[config.mk]
export PLATFORM = sky130hd
export DESIGN_NAME = pes_event_status
export DESIGN_NICKNAME = d
export VERILOG_FILES = /design/src/core/pes_event_status.v /design/src/core/pes_sync3.v
export VERILOG_INCLUDE_DIRS = /design/src /design/src/core
export SDC_FILE = /design/constraint.sdc
export NUM_CORES = 1
export LEC_CHECK = 0
export ABC_AREA = 1
export BUFFER_PORTS_ARGS = -buffer_cell sky130_fd_sc_hd__buf_2
export CORE_MARGIN = 4
export CORE_UTILIZATION = 51
export DETAILED_ROUTE_END_ITERATION = 16
export PLACE_DENSITY = 0.73
export SLEW_MARGIN = 20
export SYNTH_ARGS = -nofsm -noshare
export SYNTH_HDL_FRONTEND = slang
export SYNTH_SLANG_ARGS = --single-unit
[constraint.sdc]
create_clock -name i_clk -period 1 [get_ports i_clk]
set_input_delay 0 -clock i_clk [delete_from_list [all_inputs] [get_ports i_clk]]
set_output_delay 0 -clock i_clk [all_outputs]
set_load 0.01 [all_outputs]
[src/core/pes_consts.vh]
/*
 * Constants for the physical layer event status and diagnostic block.
 * Assumes inclusion by bare name from design files under core/.
 */
`ifndef PES_CONSTS_VH
`define PES_CONSTS_VH

// ****************************************************************
// Register addresses on the management interface
// ****************************************************************
`define PES_ADDR_W 5
`define PES_ADDR_EVENT 5'h11
`define PES_ADDR_DIAG 5'h12

// ****************************************************************
// Field layout and reset values
// ****************************************************************
`define PES_DATA_W 16
`define PES_NUM_EVENTS 8
`define PES_FLAG_LSB 0
`define PES_ENABLE_LSB 8
`define PES_EVENT_RESET 16'h0000
`define PES_DIAG_RESET 16'h0000
`define PES_DIAG_RX_DETECT_BIT 12
`define PES_DIAG_RX_LOCK_BIT 11

// ****************************************************************
// Event bit positions within the flag byte
// ****************************************************************
`define PES_EV_NEG_DONE 0
`define PES_EV_REMOTE_FAULT 1
`define PES_EV_LINK_CHANGE 2
`define PES_EV_PARTNER_ACK 3
`define PES_EV_PARALLEL_FAULT 4
`define PES_EV_PAGE_RECEIVED 5
`define PES_EV_RX_ERROR 6
`define PES_EV_JABBER 7

`endif

[src/core/pes_event_status.v]
/*
 * Physical layer event flags, their enables, the interrupt toward the MAC
 * raw interrupt status, and the read-only negotiation diagnostic register.
 * Assumes a management-interface register port on the system clock:
 * single-cycle read and write strobes with a 5-bit register address.
 * Event inputs arrive from analog/link logic in other domains and are
 * synchronised here; each detection is a rising edge of its input level,
 * except link change, which is a fall of the link-good level.
 */
`timescale 1ns/1ps
`include "pes_consts.vh"
module pes_event_status #(
   parameter NUM_EVENTS = `PES_NUM_EVENTS,
   parameter DATA_W = `PES_DATA_W,
   parameter ADDR_W = `PES_ADDR_W
) (
   input wire i_clk,
   input wire i_rst_b,
   input wire i_ce,
   input wire i_reg_rd,
   input wire i_reg_wr,
   input wire [ADDR_W-1:0] i_reg_addr,
   input wire [DATA_W-1:0] i_reg_wdata,
   output reg [DATA_W-1:0] o_reg_rdata,
   output reg o_reg_rvalid,
   input wire i_jabber,
   input wire i_rx_error,
   input wire i_page_received,
   input wire i_parallel_fault,
   input wire i_partner_ack,
   input wire i_link_ok,
   input wire i_remote_fault,
   input wire i_negotiation_done,
   input wire i_receive_detect,
   input wire i_receive_lock,
   output reg o_mac_raw_interrupt_status
);
   localparam SYNC_W = NUM_EVENTS + 2;
   localparam [DATA_W-1:0] EVENT_RESET = `PES_EVENT_RESET;

   // ****************************************************************
   // Address decode
   // ****************************************************************
   function is_addr;
      input [ADDR_W-1:0] addr;
      input [ADDR_W-1:0] target;
      begin
         is_addr = (addr == target);
      end
   endfunction

   wire rd_event = i_reg_rd && is_addr(i_reg_addr, `PES_ADDR_EVENT);
   wire wr_event = i_reg_wr && is_addr(i_reg_addr, `PES_ADDR_EVENT);
   wire rd_diag = i_reg_rd && is_addr(i_reg_addr, `PES_ADDR_DIAG);

   // ****************************************************************
   // Input synchronisation
   // ****************************************************************
   wire [SYNC_W-1:0] raw_in;
   wire [SYNC_W-1:0] sync_lvl;

   // Link status is synchronised as it stands; its reset level of 0 reads as failed.
   assign raw_in[`PES_EV_NEG_DONE] = i_negotiation_done;
   assign raw_in[`PES_EV_REMOTE_FAULT] = i_remote_fault;
   assign raw_in[`PES_EV_LINK_CHANGE] = i_link_ok;
   assign raw_in[`PES_EV_PARTNER_ACK] = i_partner_ack;
   assign raw_in[`PES_EV_PARALLEL_FAULT] = i_parallel_fault;
   assign raw_in[`PES_EV_PAGE_RECEIVED] = i_page_received;
   assign raw_in[`PES_EV_RX_ERROR] = i_rx_error;
   assign raw_in[`PES_EV_JABBER] = i_jabber;
   assign raw_in[NUM_EVENTS] = i_receive_detect;
   assign raw_in[NUM_EVENTS+1] = i_receive_lock;

   pes_sync3 #(
      .WIDTH(SYNC_W)
   ) u_sync (
      .i_clk(i_clk),
      .i_rst_b(i_rst_b),
      .i_ce(i_ce),
      .i_async(raw_in),
      .o_level(sync_lvl)
   );

   // ****************************************************************
   // Event detection
   // ****************************************************************
   // The link bit is inverted after the synchroniser, so an OK to FAIL change
   // is a rising edge; both its level and its history reset to failed, so a
   // link that is down at power-up raises no spurious change flag.
   localparam [NUM_EVENTS-1:0] PREV_RESET =
      {{(NUM_EVENTS-1){1'b0}}, 1'b1} << `PES_EV_LINK_CHANGE;

   reg [NUM_EVENTS-1:0] prev_q;
   wire [NUM_EVENTS-1:0] evt_lvl = sync_lvl[NUM_EVENTS-1:0] ^ PREV_RESET;
   wire [NUM_EVENTS-1:0] evt_pulse = evt_lvl & ~prev_q;
   // Pulses above cover jabber, rx error, page, parallel fault, and also
   // partner ack, link fail, remote fault and negotiation done.

   always @(posedge i_clk or negedge i_rst_b) begin
      if (!i_rst_b) begin
         prev_q <= PREV_RESET;
      end else if (i_ce) begin
         prev_q <= evt_lvl;
      end
   end

   // ****************************************************************
   // Event register: enables in the upper byte, flags in the lower
   // ****************************************************************
   reg [NUM_EVENTS-1:0] flag_q;
   reg [NUM_EVENTS-1:0] flag_d;
   reg [NUM_EVENTS-1:0] enable_q;
   reg [NUM_EVENTS-1:0] enable_d;

   always @* begin
      flag_d = flag_q;
      if (rd_event) begin
         flag_d = {NUM_EVENTS{1'b0}};
      end
      // Setting after the clear means a coincident event survives the read.
      flag_d = flag_d | evt_pulse;
      enable_d = enable_q;
      if (wr_event) begin
         enable_d = i_reg_wdata[`PES_ENABLE_LSB +: NUM_EVENTS];
      end
   end

   always @(posedge i_clk or negedge i_rst_b) begin
      if (!i_rst_b) begin
         flag_q <= EVENT_RESET[`PES_FLAG_LSB +: NUM_EVENTS];
         enable_q <= EVENT_RESET[`PES_ENABLE_LSB +: NUM_EVENTS];
      end else if (i_ce) begin
         flag_q <= flag_d;
         enable_q <= enable_d;
      end
   end

   // ****************************************************************
   // Interrupt toward the MAC raw interrupt status
   // ****************************************************************
   always @(posedge i_clk or negedge i_rst_b) begin
      if (!i_rst_b) begin
         o_mac_raw_interrupt_status <= 1'b0;
      end else if (i_ce) begin
         o_mac_raw_interrupt_status <= |(flag_d & enable_d);
      end
   end

   // ****************************************************************
   // Diagnostic register
   // ****************************************************************
   reg [DATA_W-1:0] diag_q;

   always @(posedge i_clk or negedge i_rst_b) begin
      if (!i_rst_b) begin
         diag_q <= `PES_DIAG_RESET;
      end else if (i_ce) begin
         diag_q <= `PES_DIAG_RESET;
         diag_q[`PES_DIAG_RX_DETECT_BIT] <= sync_lvl[NUM_EVENTS];
         diag_q[`PES_DIAG_RX_LOCK_BIT] <= sync_lvl[NUM_EVENTS+1];
      end
   end

   // ****************************************************************
   // Read data
   // ****************************************************************
   // Read data shows the flags as they stood before the clearing read, so
   // software sees every event that the read is about to discard.
   always @(posedge i_clk or negedge i_rst_b) begin
      if (!i_rst_b) begin
         o_reg_rdata <= {DATA_W{1'b0}};
         o_reg_rvalid <= 1'b0;
      end else if (i_ce) begin
         o_reg_rvalid <= i_reg_rd;
         if (rd_event) begin
            o_reg_rdata <= {enable_q, flag_q};
         end else if (rd_diag) begin
            o_reg_rdata <= diag_q;
         end else if (i_reg_rd) begin
            o_reg_rdata <= {DATA_W{1'b0}};
         end
      end
   end
endmodule // pes_event_status

[src/core/pes_sync3.v]
/*
 * Three-stage synchroniser bank for inputs from outside the clock domain.
 * Assumes i_clk is the system clock; a change is accepted once the second
 * and third stage agree, so a one-stage glitch never reaches o_level.
 */
`timescale 1ns/1ps
module pes_sync3 #(
   parameter WIDTH = 8
) (
   input wire i_clk,
   input wire i_rst_b,
   input wire i_ce,
   input wire [WIDTH-1:0] i_async,
   output wire [WIDTH-1:0] o_level
);
   reg [WIDTH-1:0] s1_q;
   reg [WIDTH-1:0] s2_q;
   reg [WIDTH-1:0] s3_q;
   reg [WIDTH-1:0] level_q;
   genvar g;

   generate
      for (g = 0; g < WIDTH; g = g + 1) begin : g_bit
         always @(posedge i_clk or negedge i_rst_b) begin
            if (!i_rst_b) begin
               s1_q[g] <= 1'b0;
               s2_q[g] <= 1'b0;
               s3_q[g] <= 1'b0;
               level_q[g] <= 1'b0;
            end else if (i_ce) begin
               s1_q[g] <= i_async[g];
               s2_q[g] <= s1_q[g];
               s3_q[g] <= s2_q[g];
               if (s2_q[g] == s3_q[g]) begin
                  level_q[g] <= s3_q[g];
               end
            end
         end
      end
   endgenerate

   assign o_level = level_q;
endmodule // pes_sync3

==> metrics.md <==
| Metric | Value |
|---|---|
| Later-pin clock latency in the skew report | `0.34 ns` |
| Final setup vio count | `1` |
| Maxcap violations | `0` |
| Post-route ant nets | `0` |
| Yosys reg bits | `84` |
| Via density | `4.89` |
| First-pass GRT wire length | `12,200 um` |
| WS Path Type | `reg -> reg` |
| Most common cell after layout, fill and taps aside | `nand2_1` |
| Mapped Nets | `440` |
| Proportion of layout cells with a drive suffix above 1 | `0.224` |
| Grt total ovfl | `0` |
| IO Port Bufs | `45` |
| Failing checks | `negative setup slack` |
| Max-slew violations | `0` |
| CP startpoint | `prev_q[2]` |
| Placement Cell Area | `4050 um^2` |
| # IOs | `54` |
| Vias in the first global route | `2,682` |
| Worst Path Required | `1.24 ns` |
| Most frequent cells in the layout | `nand2_1 (156), dfrtp_1 (83), o21ai_0 (56)` |
| Status | `finished, violations left` |
| Clk buf depth | `2` |
| Die Y | `91.2 um` |
| FP Rows | `30` |
| Final non-filler cell total | `571` |
| Mapped Area | `3530 um^2` |
| Crit path capture type | `flip-flop` |
| Antenna violations before repair | `0` |
| Post-route cell area | `4370 um^2` |
| Setup crit start kind | `flip-flop` |
| Final Wtd Congestion | `0.840` |
| Post-place setup slack | `-0.150 ns` |
| Drt total wl | `6960 um` |
| Crit path DAT | `1.40 ns` |
| Post-layout min period | `1.15 ns` |
| Initial Util | `0.522` |
| Final WS setup | `-0.153 ns` |
| DRC | `0` |
| Die extent in x | `91.2 um` |
| Sequential area share after synthesis | `0.596` |
| DR WL/cell | `12.2 um` |
| Area Overhead vs Synth | `23.8%` |
| Core area | `6760 um^2` |
| Ys Warns | `0` |
| Reg-to-reg critical path startpoint | `prev_q[2]` |
| Mean Syn Cell Area | `8.73 um^2` |
| Worst slew margin | `0.663` |
| Hold path start | `i_reg_wdata[9]` |
| Hold Slack | `0.0216 ns` |
| PwrDens | `1750 nW/um^2` |
| Sink Count | `84` |
| Nets | `522` |
| Via count | `2,795` |
| Largest fanout on the critical path | `2` |
| RSZ-0062 raised after global routing | `true` |
| CTS HTree Levels | `3` |
| CTS clk-pin slew, worst paths | `0.08 ns` |
| Pre-Repair DR Iteration Count | `4` |
| Root Driver | `clkbuf_8` |
| Post-synth cell types | `24` |
| Pin count of the biggest net entering global routing | `50` |
| TritonCTS buffer count | `9` |
| Global Route Usage Sum | `0.182` |
| # diodes | `0` |
| Synth Instances | `404` |
| Leak | `2.32 nW` |
| Placed insts | `542` |
| Period utilization | `1.15` |
| Die Area | `8310 um^2` |
| Maximum vdd drop | `1050 uV` |
| DPL Wire Length | `4910 um` |
| Detailed Route Iter0 Violations | `119` |
| Hold Vio Cnt, Final | `0` |
| Fmax achieved | `867 MHz` |
| Hold crit path type | `in -> reg` |
| Overall power | `7.63 mW` |
| Worst-Margin Slew | `0.501 ns` |
| CTS tree | `done` |
| Fin Clk Skew | `0.00516 ns` |
[metrics by stage]
stage | TNS, ns | utilization
floorplan | -0.0492 | -
global placement | -0.128 | 0.599
detailed placement | -0.765 | 0.599
CTS | -0.151 | 0.646
global route | -0.251 | 0.646
finish | -0.153 | 0.646
[state kept, by name, indices dropped and copies added (netlist names)]
| name | flops |
|---|---|
| u_sync.s3_q | 10 |
| o_reg_rdata | 16 |
| prev_q | 8 |
| flag_q | 8 |
| enable_q | 8 |
| u_sync.s2_q | 10 |
| u_sync.s1_q | 10 |
| u_sync.o_level | 10 |
| o_reg_rvalid | 1 |
| diag_q | 2 |
| o_mac_raw_interrupt_status | 1 |
[final timing paths]
path | slack [ns] | cells past startpoint | to
worst min register to register | 0.48 | 2 | o_reg_rdata[15]
worst max register to register | -0.15 | 8 | o_mac_raw_interrupt_status
max in group asynchronous | 0.39 | 3 | u_sync.s1_q[9]
min in group asynchronous | 0.11 | 2 | o_reg_rdata[9]
worst min-delay path | 0.02 | 5 | enable_q[1]
worst max-delay path | -0.15 | 8 | o_mac_raw_interrupt_status
[critical path: stages, from the launching register on]
cell     delay (ns)
dfstp_2        0.53
or2_4          0.11
nand2_2        0.04
nand2_1        0.06
nand2_1        0.06
nor2_1         0.09
nand2_1        0.05
nand2_1        0.06
nand2_1        0.05
[area by class of cell]
cell class / count / area [um^2]
Clock buffer: 11 / 131
Clock inverter: 5 / 52.6
Fill cell: 555 / 2390
Inverter: 41 / 154
Multi-Input combinational cell: 264 / 1210
Sequential cell: 84 / 2100
Tap cell: 80 / 100
Timing Repair Buffer: 86 / 618
[repair_timing]
item                                    in CTS  in global routing
hold buffers                                13                  0
resized for setup                            0                  2
setup buffers                                0                  0
hold endpoints to repair                    96                  0
endpoints found under the setup margin       1                  1
[Yosys cell counts]
master    number  share of area
a31oi_1        2         0.0035
nor4_1         1         0.0018
nor2_4         2         0.0064
a21oi_1        4         0.0057
o21ai_2       10          0.025
nand2_4        1         0.0032
inv_1         37          0.039
nor2_1        14          0.015
o21ai_0       56          0.079
nand2_1      157           0.17
dfrtp_1       83           0.59
o211ai_1       3         0.0064
o22ai_1        7          0.012
buf_2          4         0.0057
o21ai_1        1         0.0014
nor2_2         1         0.0018
buf_6          1         0.0032
nand2_2        1         0.0018
clkbuf_1      10          0.011
or2_2          1         0.0018
nor2_8         1         0.0057
dfstp_2        1         0.0074
inv_2          4         0.0043
nand3_1        2         0.0028
[where the power goes]
| part | internal [mW] | leakage, nW | switching [mW] |
|---|---|---|---|
| registers | 3.82 | 1.05 | 0.217 |
| logic | 0.562 | 1.18 | 0.725 |
| clock network | 1.14 | 0.0931 | 1.16 |
[logic make-up (layout without fill, tap and decap cells)]
group / Yosys count / in the layout / share of synthesized area
buffers and inverters: 56 / 143 / 0.0631
AO/OA/AOI/OAI: 83 / 83 / 0.134
flip-flops: 84 / 84 / 0.596
AND/OR/NAND/NOR: 181 / 181 / 0.207
[metal layers]
metal	GRT usage	up-vias	share of wire	wire, um
met5	0	-	0	0
met4	0.0779	0	0.017	121
met3	0.0340	13	0.049	343
met2	0.291	71	0.47	3300
met1	0.243	1276	0.46	3200
li1	-	1435	-	-
(Power assumes the default switching activity.)
